[config.mk]
export PLATFORM = sky130hd
export DESIGN_NAME = lvpm_regs
export DESIGN_NICKNAME = d
export VERILOG_FILES = /design/src/rtl/lvpm_pkg.sv /design/src/rtl/lvpm_regs.sv
export SDC_FILE = /design/constraint.sdc
export NUM_CORES = 1
export LEC_CHECK = 0
export BUFFER_PORTS_ARGS = -buffer_cell sky130_fd_sc_hd__buf_2
export CAP_MARGIN = 30
export CORE_UTILIZATION = 60
export CTS_BUF_LIST = sky130_fd_sc_hd__clkbuf_4
export CTS_CLUSTER_SIZE = 20
export DETAILED_ROUTE_END_ITERATION = 7
export GPL_TIMING_DRIVEN = 0
export PLACE_DENSITY = 0.87
export SYNTH_ARGS = -nofsm -noshare
export SYNTH_HDL_FRONTEND = slang
export SYNTH_SLANG_ARGS = --single-unit
[constraint.sdc]
create_clock -name mclk -period 5.1 [get_ports mclk]
set_clock_uncertainty 0.2 [all_clocks]
set_input_delay 1.02 -clock mclk [delete_from_list [all_inputs] [get_ports mclk]]
set_output_delay 1.02 -clock mclk [all_outputs]
set_load 0.02 [all_outputs]
[src/rtl/lvpm_pkg.sv]
package lvpm_pkg;

	// ----------------------------------------------------------------
	// register map
	// ----------------------------------------------------------------
	localparam int LVPM_ADDR_W = 4;
	localparam logic [LVPM_ADDR_W-1:0] LVPM_OFS_CTL1 = 4'h0;
	localparam logic [LVPM_ADDR_W-1:0] LVPM_OFS_CTL2 = 4'h1;
	localparam logic [LVPM_ADDR_W-1:0] LVPM_OFS_ISTAT = 4'h2;
	localparam logic [LVPM_ADDR_W-1:0] LVPM_OFS_IMASK = 4'h3;

	// ----------------------------------------------------------------
	// power_mgmt_status_control_one fields
	// ----------------------------------------------------------------
	localparam int LVPM_C1_WARN_FLAG = 7;
	localparam int LVPM_C1_WARN_ACK = 6;
	localparam int LVPM_C1_WARN_IE = 5;
	localparam int LVPM_C1_DET_RE = 4;
	localparam int LVPM_C1_DET_SE = 3;
	localparam int LVPM_C1_DET_EN = 2;
	localparam int LVPM_C1_BG_EN = 0;

	// reset values of the control-one bits
	localparam logic LVPM_RST_WARN_IE = 1'b0;
	localparam logic LVPM_RST_DET_RE = 1'b1;
	localparam logic LVPM_RST_DET_SE = 1'b1;
	localparam logic LVPM_RST_DET_EN = 1'b1;
	localparam logic LVPM_RST_BG_EN = 1'b0;

	// ----------------------------------------------------------------
	// power_mgmt_status_control_two fields
	// ----------------------------------------------------------------
	localparam int LVPM_C2_DET_VSEL = 5;
	localparam int LVPM_C2_WARN_VSEL = 4;
	localparam int LVPM_C2_PPD_FLAG = 3;
	localparam int LVPM_C2_PPD_ACK = 2;
	localparam int LVPM_C2_PPD_CTL = 0;
	localparam logic [7:0] LVPM_RST_CTL2 = 8'h00;

	// ----------------------------------------------------------------
	// interrupt status and mask layout
	// ----------------------------------------------------------------
	localparam int LVPM_IRQ_W = 3;
	localparam int LVPM_EV_WARN = 0;
	localparam int LVPM_EV_DETECT = 1;
	localparam int LVPM_EV_PPD = 2;
	localparam logic [LVPM_IRQ_W-1:0] LVPM_RST_IRQ = 3'h0;

	// ----------------------------------------------------------------
	// block state
	// ----------------------------------------------------------------
	typedef struct packed {
		logic warn_meta;
		logic warn_sync;
		logic det_meta;
		logic det_sync;
		logic warn_prev;
		logic det_prev;
		logic low_warning_flag;
		logic low_warning_irq_enable;
		logic low_detect_reset_enable;
		logic low_detect_stop_enable;
		logic low_detect_enable;
		logic bandgap_buffer_enable;
		logic detect_voltage_select;
		logic warning_voltage_select;
		logic partial_powerdown_flag;
		logic partial_powerdown_control;
		logic lock_one;
		logic lock_two;
		logic lock_vsel;
		logic [LVPM_IRQ_W-1:0] int_status;
		logic [LVPM_IRQ_W-1:0] int_mask;
		logic [7:0] rd_data;
		logic irq;
		logic reset_req;
		logic detect_active;
	} lvpm_state_t;

endpackage

[src/rtl/lvpm_regs.sv]
// Strobed register access and the register offsets were chosen for this implementation.
`timescale 1ns/1ps
// Overview of operation
// - the warning flag sets while the supply is below the warning trip point, also right after reset.
// - the warning flag in bit 7 stays set until software acknowledges it.
// - writing 1 to the warning acknowledge bit clears the flag only when the warning has gone.
// - with the warning interrupt enable set, an interrupt is requested while the flag is set.
// - the write-once reset enable makes a detect event request a full reset while detect is on.
// - the write-once stop enable keeps detection running in stop mode when set.
// - the write-once detect enable turns detection on and qualifies reset and stop enables.
// - bit 0 of the first register enables the bandgap reference buffer.
// - each write-once bit in control one and the power-down control takes only the first write after any reset and ignores later ones.
// - the detect-voltage select takes one write after power-on reset only.
// - the detect-voltage select picks the low range at 0 and the high range at 1.
// - the warning-voltage select picks the lower or higher warning point inside the range.
// - the partial power-down flag reads 1 after waking from the deep stop mode.
// - writing 1 to the partial power-down acknowledge clears that flag; the bit reads 0.
// - the write-once power-down control picks deep stop when set, light stop when cleared.
module lvpm_regs
	import lvpm_pkg::*;
(
	input wire logic mclk,
	input wire logic reset_n,
	input wire logic clk_en,
	input wire logic power_on_reset,
	input wire logic [LVPM_ADDR_W-1:0] addr,
	input wire logic [7:0] wr_data,
	input wire logic wr_en,
	input wire logic rd_en,
	output logic [7:0] rd_data,
	input wire logic warning_below,
	input wire logic detect_below,
	input wire logic stop_mode_active,
	input wire logic deep_stop_wake,
	output logic irq,
	output logic low_detect_reset_req,
	output logic low_detect_active,
	output logic bandgap_buffer_enable,
	output logic detect_voltage_select,
	output logic warning_voltage_select,
	output logic deep_stop_select
);

	lvpm_state_t st;
	lvpm_state_t nx;

	logic wr_c1;
	logic wr_c2;
	logic wr_is;
	logic wr_im;
	logic [7:0] rd_mux;
	logic [LVPM_IRQ_W-1:0] ev;

	// ----------------------------------------------------------------
	// address decode
	// ----------------------------------------------------------------
	assign wr_c1 = wr_en && (addr == LVPM_OFS_CTL1);
	assign wr_c2 = wr_en && (addr == LVPM_OFS_CTL2);
	assign wr_is = wr_en && (addr == LVPM_OFS_ISTAT);
	assign wr_im = wr_en && (addr == LVPM_OFS_IMASK);

	// ----------------------------------------------------------------
	// next state
	// ----------------------------------------------------------------
	always_comb begin
		nx = st;
		rd_mux = 8'h00;
		ev = LVPM_RST_IRQ;

		// comparator levels cross into the clock domain
		nx.warn_meta = warning_below;
		nx.warn_sync = st.warn_meta;
		nx.det_meta = detect_below;
		nx.det_sync = st.det_meta;
		nx.warn_prev = st.warn_sync;
		nx.det_prev = st.det_sync;

		// warning flag: acknowledge only once the condition is gone
		if (wr_c1 && wr_data[LVPM_C1_WARN_ACK] && !st.warn_sync) begin
			nx.low_warning_flag = 1'b0;
		end
		if (st.warn_sync) begin
			nx.low_warning_flag = 1'b1;
		end

		// control one: freely writable bits
		if (wr_c1) begin
			nx.low_warning_irq_enable = wr_data[LVPM_C1_WARN_IE];
			nx.bandgap_buffer_enable = wr_data[LVPM_C1_BG_EN];
		end

		// control one: write-once detect configuration
		if (wr_c1 && !st.lock_one) begin
			nx.low_detect_reset_enable = wr_data[LVPM_C1_DET_RE];
			nx.low_detect_stop_enable = wr_data[LVPM_C1_DET_SE];
			nx.low_detect_enable = wr_data[LVPM_C1_DET_EN];
			nx.lock_one = 1'b1;
		end

		// control two: voltage selects
		if (wr_c2) begin
			nx.warning_voltage_select = wr_data[LVPM_C2_WARN_VSEL];
		end
		if (wr_c2 && !st.lock_vsel) begin
			nx.detect_voltage_select = wr_data[LVPM_C2_DET_VSEL];
			nx.lock_vsel = 1'b1;
		end

		// control two: write-once stop mode choice
		if (wr_c2 && !st.lock_two) begin
			nx.partial_powerdown_control = wr_data[LVPM_C2_PPD_CTL];
			nx.lock_two = 1'b1;
		end

		// partial power-down flag: wake sets, acknowledge clears
		if (wr_c2 && wr_data[LVPM_C2_PPD_ACK]) begin
			nx.partial_powerdown_flag = 1'b0;
		end
		if (deep_stop_wake) begin
			nx.partial_powerdown_flag = 1'b1;
		end

		// detection runs when enabled, and in stop only if allowed
		nx.detect_active = nx.low_detect_enable &&
			(!stop_mode_active || nx.low_detect_stop_enable);
		nx.reset_req = nx.detect_active && nx.low_detect_reset_enable &&
			st.det_sync;

		// sticky events, set wins over write-one-to-clear
		ev[LVPM_EV_WARN] = st.warn_sync && !st.warn_prev;
		ev[LVPM_EV_DETECT] = st.det_sync && !st.det_prev && st.detect_active;
		ev[LVPM_EV_PPD] = deep_stop_wake;
		if (wr_is) begin
			nx.int_status = st.int_status & ~wr_data[LVPM_IRQ_W-1:0];
		end
		nx.int_status = nx.int_status | ev;
		if (wr_im) begin
			nx.int_mask = wr_data[LVPM_IRQ_W-1:0];
		end
		nx.irq = (nx.low_warning_flag && nx.low_warning_irq_enable) ||
			(|(nx.int_status & nx.int_mask));

		// read mux, unmapped addresses read zero
		unique case (addr)
			LVPM_OFS_CTL1: begin
				rd_mux[LVPM_C1_WARN_FLAG] = st.low_warning_flag;
				rd_mux[LVPM_C1_WARN_IE] = st.low_warning_irq_enable;
				rd_mux[LVPM_C1_DET_RE] = st.low_detect_reset_enable;
				rd_mux[LVPM_C1_DET_SE] = st.low_detect_stop_enable;
				rd_mux[LVPM_C1_DET_EN] = st.low_detect_enable;
				rd_mux[LVPM_C1_BG_EN] = st.bandgap_buffer_enable;
			end
			LVPM_OFS_CTL2: begin
				rd_mux[LVPM_C2_DET_VSEL] = st.detect_voltage_select;
				rd_mux[LVPM_C2_WARN_VSEL] = st.warning_voltage_select;
				rd_mux[LVPM_C2_PPD_FLAG] = st.partial_powerdown_flag;
				rd_mux[LVPM_C2_PPD_CTL] = st.partial_powerdown_control;
			end
			LVPM_OFS_ISTAT: begin
				rd_mux[LVPM_IRQ_W-1:0] = st.int_status;
			end
			LVPM_OFS_IMASK: begin
				rd_mux[LVPM_IRQ_W-1:0] = st.int_mask;
			end
			default: begin
				rd_mux = 8'h00;
			end
		endcase
		nx.rd_data = rd_en ? rd_mux : 8'h00;
	end

	// ----------------------------------------------------------------
	// state register
	// ----------------------------------------------------------------
	always_ff @(posedge mclk) begin
		if (!reset_n) begin
			st.warn_meta <= 1'b0;
			st.warn_sync <= 1'b0;
			st.det_meta <= 1'b0;
			st.det_sync <= 1'b0;
			st.warn_prev <= 1'b0;
			st.det_prev <= 1'b0;
			st.low_warning_flag <= 1'b0;
			st.low_warning_irq_enable <= LVPM_RST_WARN_IE;
			st.low_detect_reset_enable <= LVPM_RST_DET_RE;
			st.low_detect_stop_enable <= LVPM_RST_DET_SE;
			st.low_detect_enable <= LVPM_RST_DET_EN;
			st.bandgap_buffer_enable <= LVPM_RST_BG_EN;
			st.partial_powerdown_flag <= LVPM_RST_CTL2[LVPM_C2_PPD_FLAG];
			st.partial_powerdown_control <= LVPM_RST_CTL2[LVPM_C2_PPD_CTL];
			st.lock_one <= 1'b0;
			st.lock_two <= 1'b0;
			st.int_status <= LVPM_RST_IRQ;
			st.int_mask <= LVPM_RST_IRQ;
			st.rd_data <= 8'h00;
			st.irq <= 1'b0;
			st.reset_req <= 1'b0;
			st.detect_active <= 1'b0;
			// voltage selects survive every reset but power-on
			if (power_on_reset) begin
				st.detect_voltage_select <= LVPM_RST_CTL2[LVPM_C2_DET_VSEL];
				st.warning_voltage_select <= LVPM_RST_CTL2[LVPM_C2_WARN_VSEL];
				st.lock_vsel <= 1'b0;
			end
		end else if (clk_en) begin
			st <= nx;
		end
	end

	// ----------------------------------------------------------------
	// outputs
	// ----------------------------------------------------------------
	assign rd_data = st.rd_data;
	assign irq = st.irq;
	assign low_detect_reset_req = st.reset_req;
	assign low_detect_active = st.detect_active;
	assign bandgap_buffer_enable = st.bandgap_buffer_enable;
	assign detect_voltage_select = st.detect_voltage_select;
	assign warning_voltage_select = st.warning_voltage_select;
	assign deep_stop_select = st.partial_powerdown_control;
endmodule

==> reports/summary.md <==
Power spread over the standard cell area amounts to 244 nW/um2. Overall power after layout: 0.489 mW. The tools report the core region area as 2760 um2.

The worst path uses 46.2% of the clock period. The pre-CTS worst setup slack is 2390 ps. For the clock latency on the worst-skew pair, the log shows 350 ps. Sorting the synthesized cells by area gives the leading types as sky130_fd_sc_hd__dfxtp_1 37%, sky130_fd_sc_hd__mux2i_1 8.6%, sky130_fd_sc_hd__nor2b_1 6.1%.

In this run the count of I/O pins placed on the die edge is 37. In the final layout, the share of cells above drive strength 1 is 28.4%. The post-synthesis async set-or-reset flop share came out at 0%. The setup path with the least slack is of type in2reg. Summing every instance area after synthesis gives 1750 um2. The logs give 63.1% for the worst relative slew slack and 214 uV for the maximum vdd ir drop.

Once the floorplan was initialized, standard cells occupied 63.3% of the core. Core utilization of the finished layout: 72.6%. Setup repair after global routing left no endpoint under its margin. In this run the biggest area consumer among cell types represents 36.7% of the synthesized area. Clock tree synthesis found a total of 35 sinks.

After clock tree synthesis, the clock-pin slew on the worst setup and hold paths is 100 ps. The area growth from synthesis to layout is 14.7%. The run gives 0 as the sum of overflow across all layers after global routing.

The tools report the detailed-routing iteration count for the pre-antenna-repair pass as 6. Highest net fanout along the worst path: 6. The tools report the distinct cell type count of the synthesized netlist as 46. The initialized floorplan defines 19 standard-cell rows. The via count of the first global-routing pass came out at 1390. The worst hold path belongs to the class reg2reg. The net count of the finished layout is 239. Data on the critical path arrives at its endpoint at 2190 ps. The largest area contributor in the netlist was sky130_fd_sc_hd__dfxtp_1. The routed layout has 1458 vias. TritonCTS built the clock tree. Gates resized during post-CTS repair numbered 0. The die covers 3130 um2.

At the worst endpoint, the required time is 4940 ps. The logs give 2000 um2 for the cell area after layout and 1950 um2 for the instance area after placement. In the routed layout, each cell is associated on average with a via count of 5.86.

Counting the fill cells in the layout gives 215. The number of register bits inferred by synthesis was 35; the number of placed instances with taps included was 241. In this run the static leakage power is 0.898 nW. Routability-driven placement finished with a final weighted congestion of 0.872.

The cell count after synthesis came out at 177. The run gives 0.425 GHz as the upper clock frequency limit. The post-synthesis average cell area is 9.87 um2, and the sum of negative setup slack is 0 ps. The checks that failed: DRC. The max-cap violation count is 0, and the post-CTS setup repair buffer count is 0.

The number of antenna diodes came out at 0. Kind of start point of the critical path: a primary input. The final number of setup-violating endpoints was 0.

The count of final max-slew check failures came out at 0. In the synthesized netlist, the cells that appear most often are 32 x sky130_fd_sc_hd__dfxtp_1, 17 x sky130_fd_sc_hd__nor2b_1, 15 x sky130_fd_sc_hd__mux2i_1. Hold repair after CTS inserted 0 buffers.

Summed over all layers, the routed wires come to 3.93 mm. The leading register cell type out of synthesis is sky130_fd_sc_hd__dfxtp_1. The logs give 0 for the final antenna-violating net count and 2740 ps for the smallest setup slack after layout. The final hold violation count is 0, and the sequential-to-total area share from yosys stat is 41.8%. After the flow finishes, the layout carries non-filler instances totaling 249. The first global-routing pass estimated 6.42 mm of wire. Buffers placed on the I/O ports in this run total 33. Global routing used 27.6% of the available tracks across all layers.

The tightest hold path in the finished design has a slack of 239 ps. The net count of the mapped netlist was 199; the chip width was 56.0 um. The most common cell in the synthesized netlist was sky130_fd_sc_hd__dfxtp_1. The number of buffers between clock root and the deepest sink is 2.

Dividing the detail-routed wire length by the instance count gives 15.8 um. Registers take 731 um2. After layout, the minimum clock period comes to 2360 ps. Summing all multi-input logic gate instances after layout gives 906 um2. The tools report the H-tree level count as 2. The tools report the HPWL after detailed placement as 2.99 mm.

The critical path capture point type is a flip-flop. The number of enable-type register cells in the synthesized netlist works out to 3. The run finished, with violations left. The number of antenna violations at the first check in global routing is 0, and the CTS buffer count is 5. The Yosys step of the flow raised 0 warnings.

The largest net degree at the start of global routing was 11; the number of DRC markers after the initial detailed-route iteration was 68. The DRC violation count after routing is 1, and the worst-margin pin slew is 550 ps. The clock tree root driver cell is sky130_fd_sc_hd__clkbuf_4. The die outline height is 56.0 um.
state kept, by name, indices dropped and copies added, names as in the netlist:
| name | count |
|---|---|
| detect_voltage_select | 1 |
| bandgap_buffer_enable | 1 |
| warning_voltage_select | 1 |
| irq | 1 |
| st | 17 |
| low_detect_reset_req | 1 |
| rd_data | 7 |
| deep_stop_select | 1 |
| nx | 4 |
| low_detect_active | 1 |
final timing paths:
check | from | end | slack [ps] | cells after the start
max reg2reg | nx[31] | irq | 3470 | 5
min reg2reg | rd_data[3] | rd_data[3] | 240 | 2
max | addr[3] | st[17] | 2740 | 5
min | rd_data[3] | rd_data[3] | 240 | 2
cell type report:
cell class | count | share of cell area [%]
sequential | 35 | 36.5
inverter | 2 | 0.375
tap | 31 | 1.94
multi-input combinational | 124 | 45.2
clock buffer | 6 | 2.25
buffer | 16 | 5.12
timing repair buffer | 33 | 8.24
clock inverter | 2 | 0.375
worst max-delay path, stage by stage:
cell                      delay (ps)
sky130_fd_sc_hd__buf_2           140
sky130_fd_sc_hd__nor3b_4         320
sky130_fd_sc_hd__and4b_2         350
sky130_fd_sc_hd__nand2_1          80
sky130_fd_sc_hd__o21ai_0         290
logic make-up after synthesis:
group,count (synthesis),share of synthesized area [%]
other,1,0.215
and+or+nand+nor,69,23.9
muxes,19,12.5
buffers and inverters,18,6.30
AOI/OAI and AO/OA,35,15.3
DFF,35,41.8
layer usage:
metal	track usage (%)	share of wire, %	vias to the layer above	wire length, um
li1	-	-	714	-
met1	30.6	38	666	1510
met2	47.3	52	68	2050
met3	6.28	7.0	10	274
met4	18.1	2.6	0	104
met5	0	0	-	0
cells in the final DEF (no fill, tap or decap), types with 3 or more instances in the layout:
| cell type | n |
|---|---|
| sky130_fd_sc_hd__buf_2 | 34 |
| sky130_fd_sc_hd__dfxtp_1 | 32 |
| sky130_fd_sc_hd__nor2b_1 | 17 |
| sky130_fd_sc_hd__mux2i_1 | 15 |
| sky130_fd_sc_hd__nand2_1 | 14 |
| sky130_fd_sc_hd__buf_4 | 9 |
| sky130_fd_sc_hd__nand3_1 | 8 |
| sky130_fd_sc_hd__o21ai_0 | 7 |
| sky130_fd_sc_hd__nor2_1 | 7 |
| sky130_fd_sc_hd__a22oi_1 | 7 |
| sky130_fd_sc_hd__clkbuf_4 | 6 |
| sky130_fd_sc_hd__clkbuf_1 | 5 |
| sky130_fd_sc_hd__a21boi_0 | 5 |
| sky130_fd_sc_hd__nor3_1 | 4 |
| sky130_fd_sc_hd__and3_1 | 3 |
| sky130_fd_sc_hd__edfxtp_1 | 3 |
where the power goes:
part	internal (mW)	switching, mW
Clock	0.0562	0.0871
Sequential	0.284	0.00450
Combinational	0.0245	0.0325
Total	0.365	0.124
Note: power is estimated with default switching activity, not from simulation.
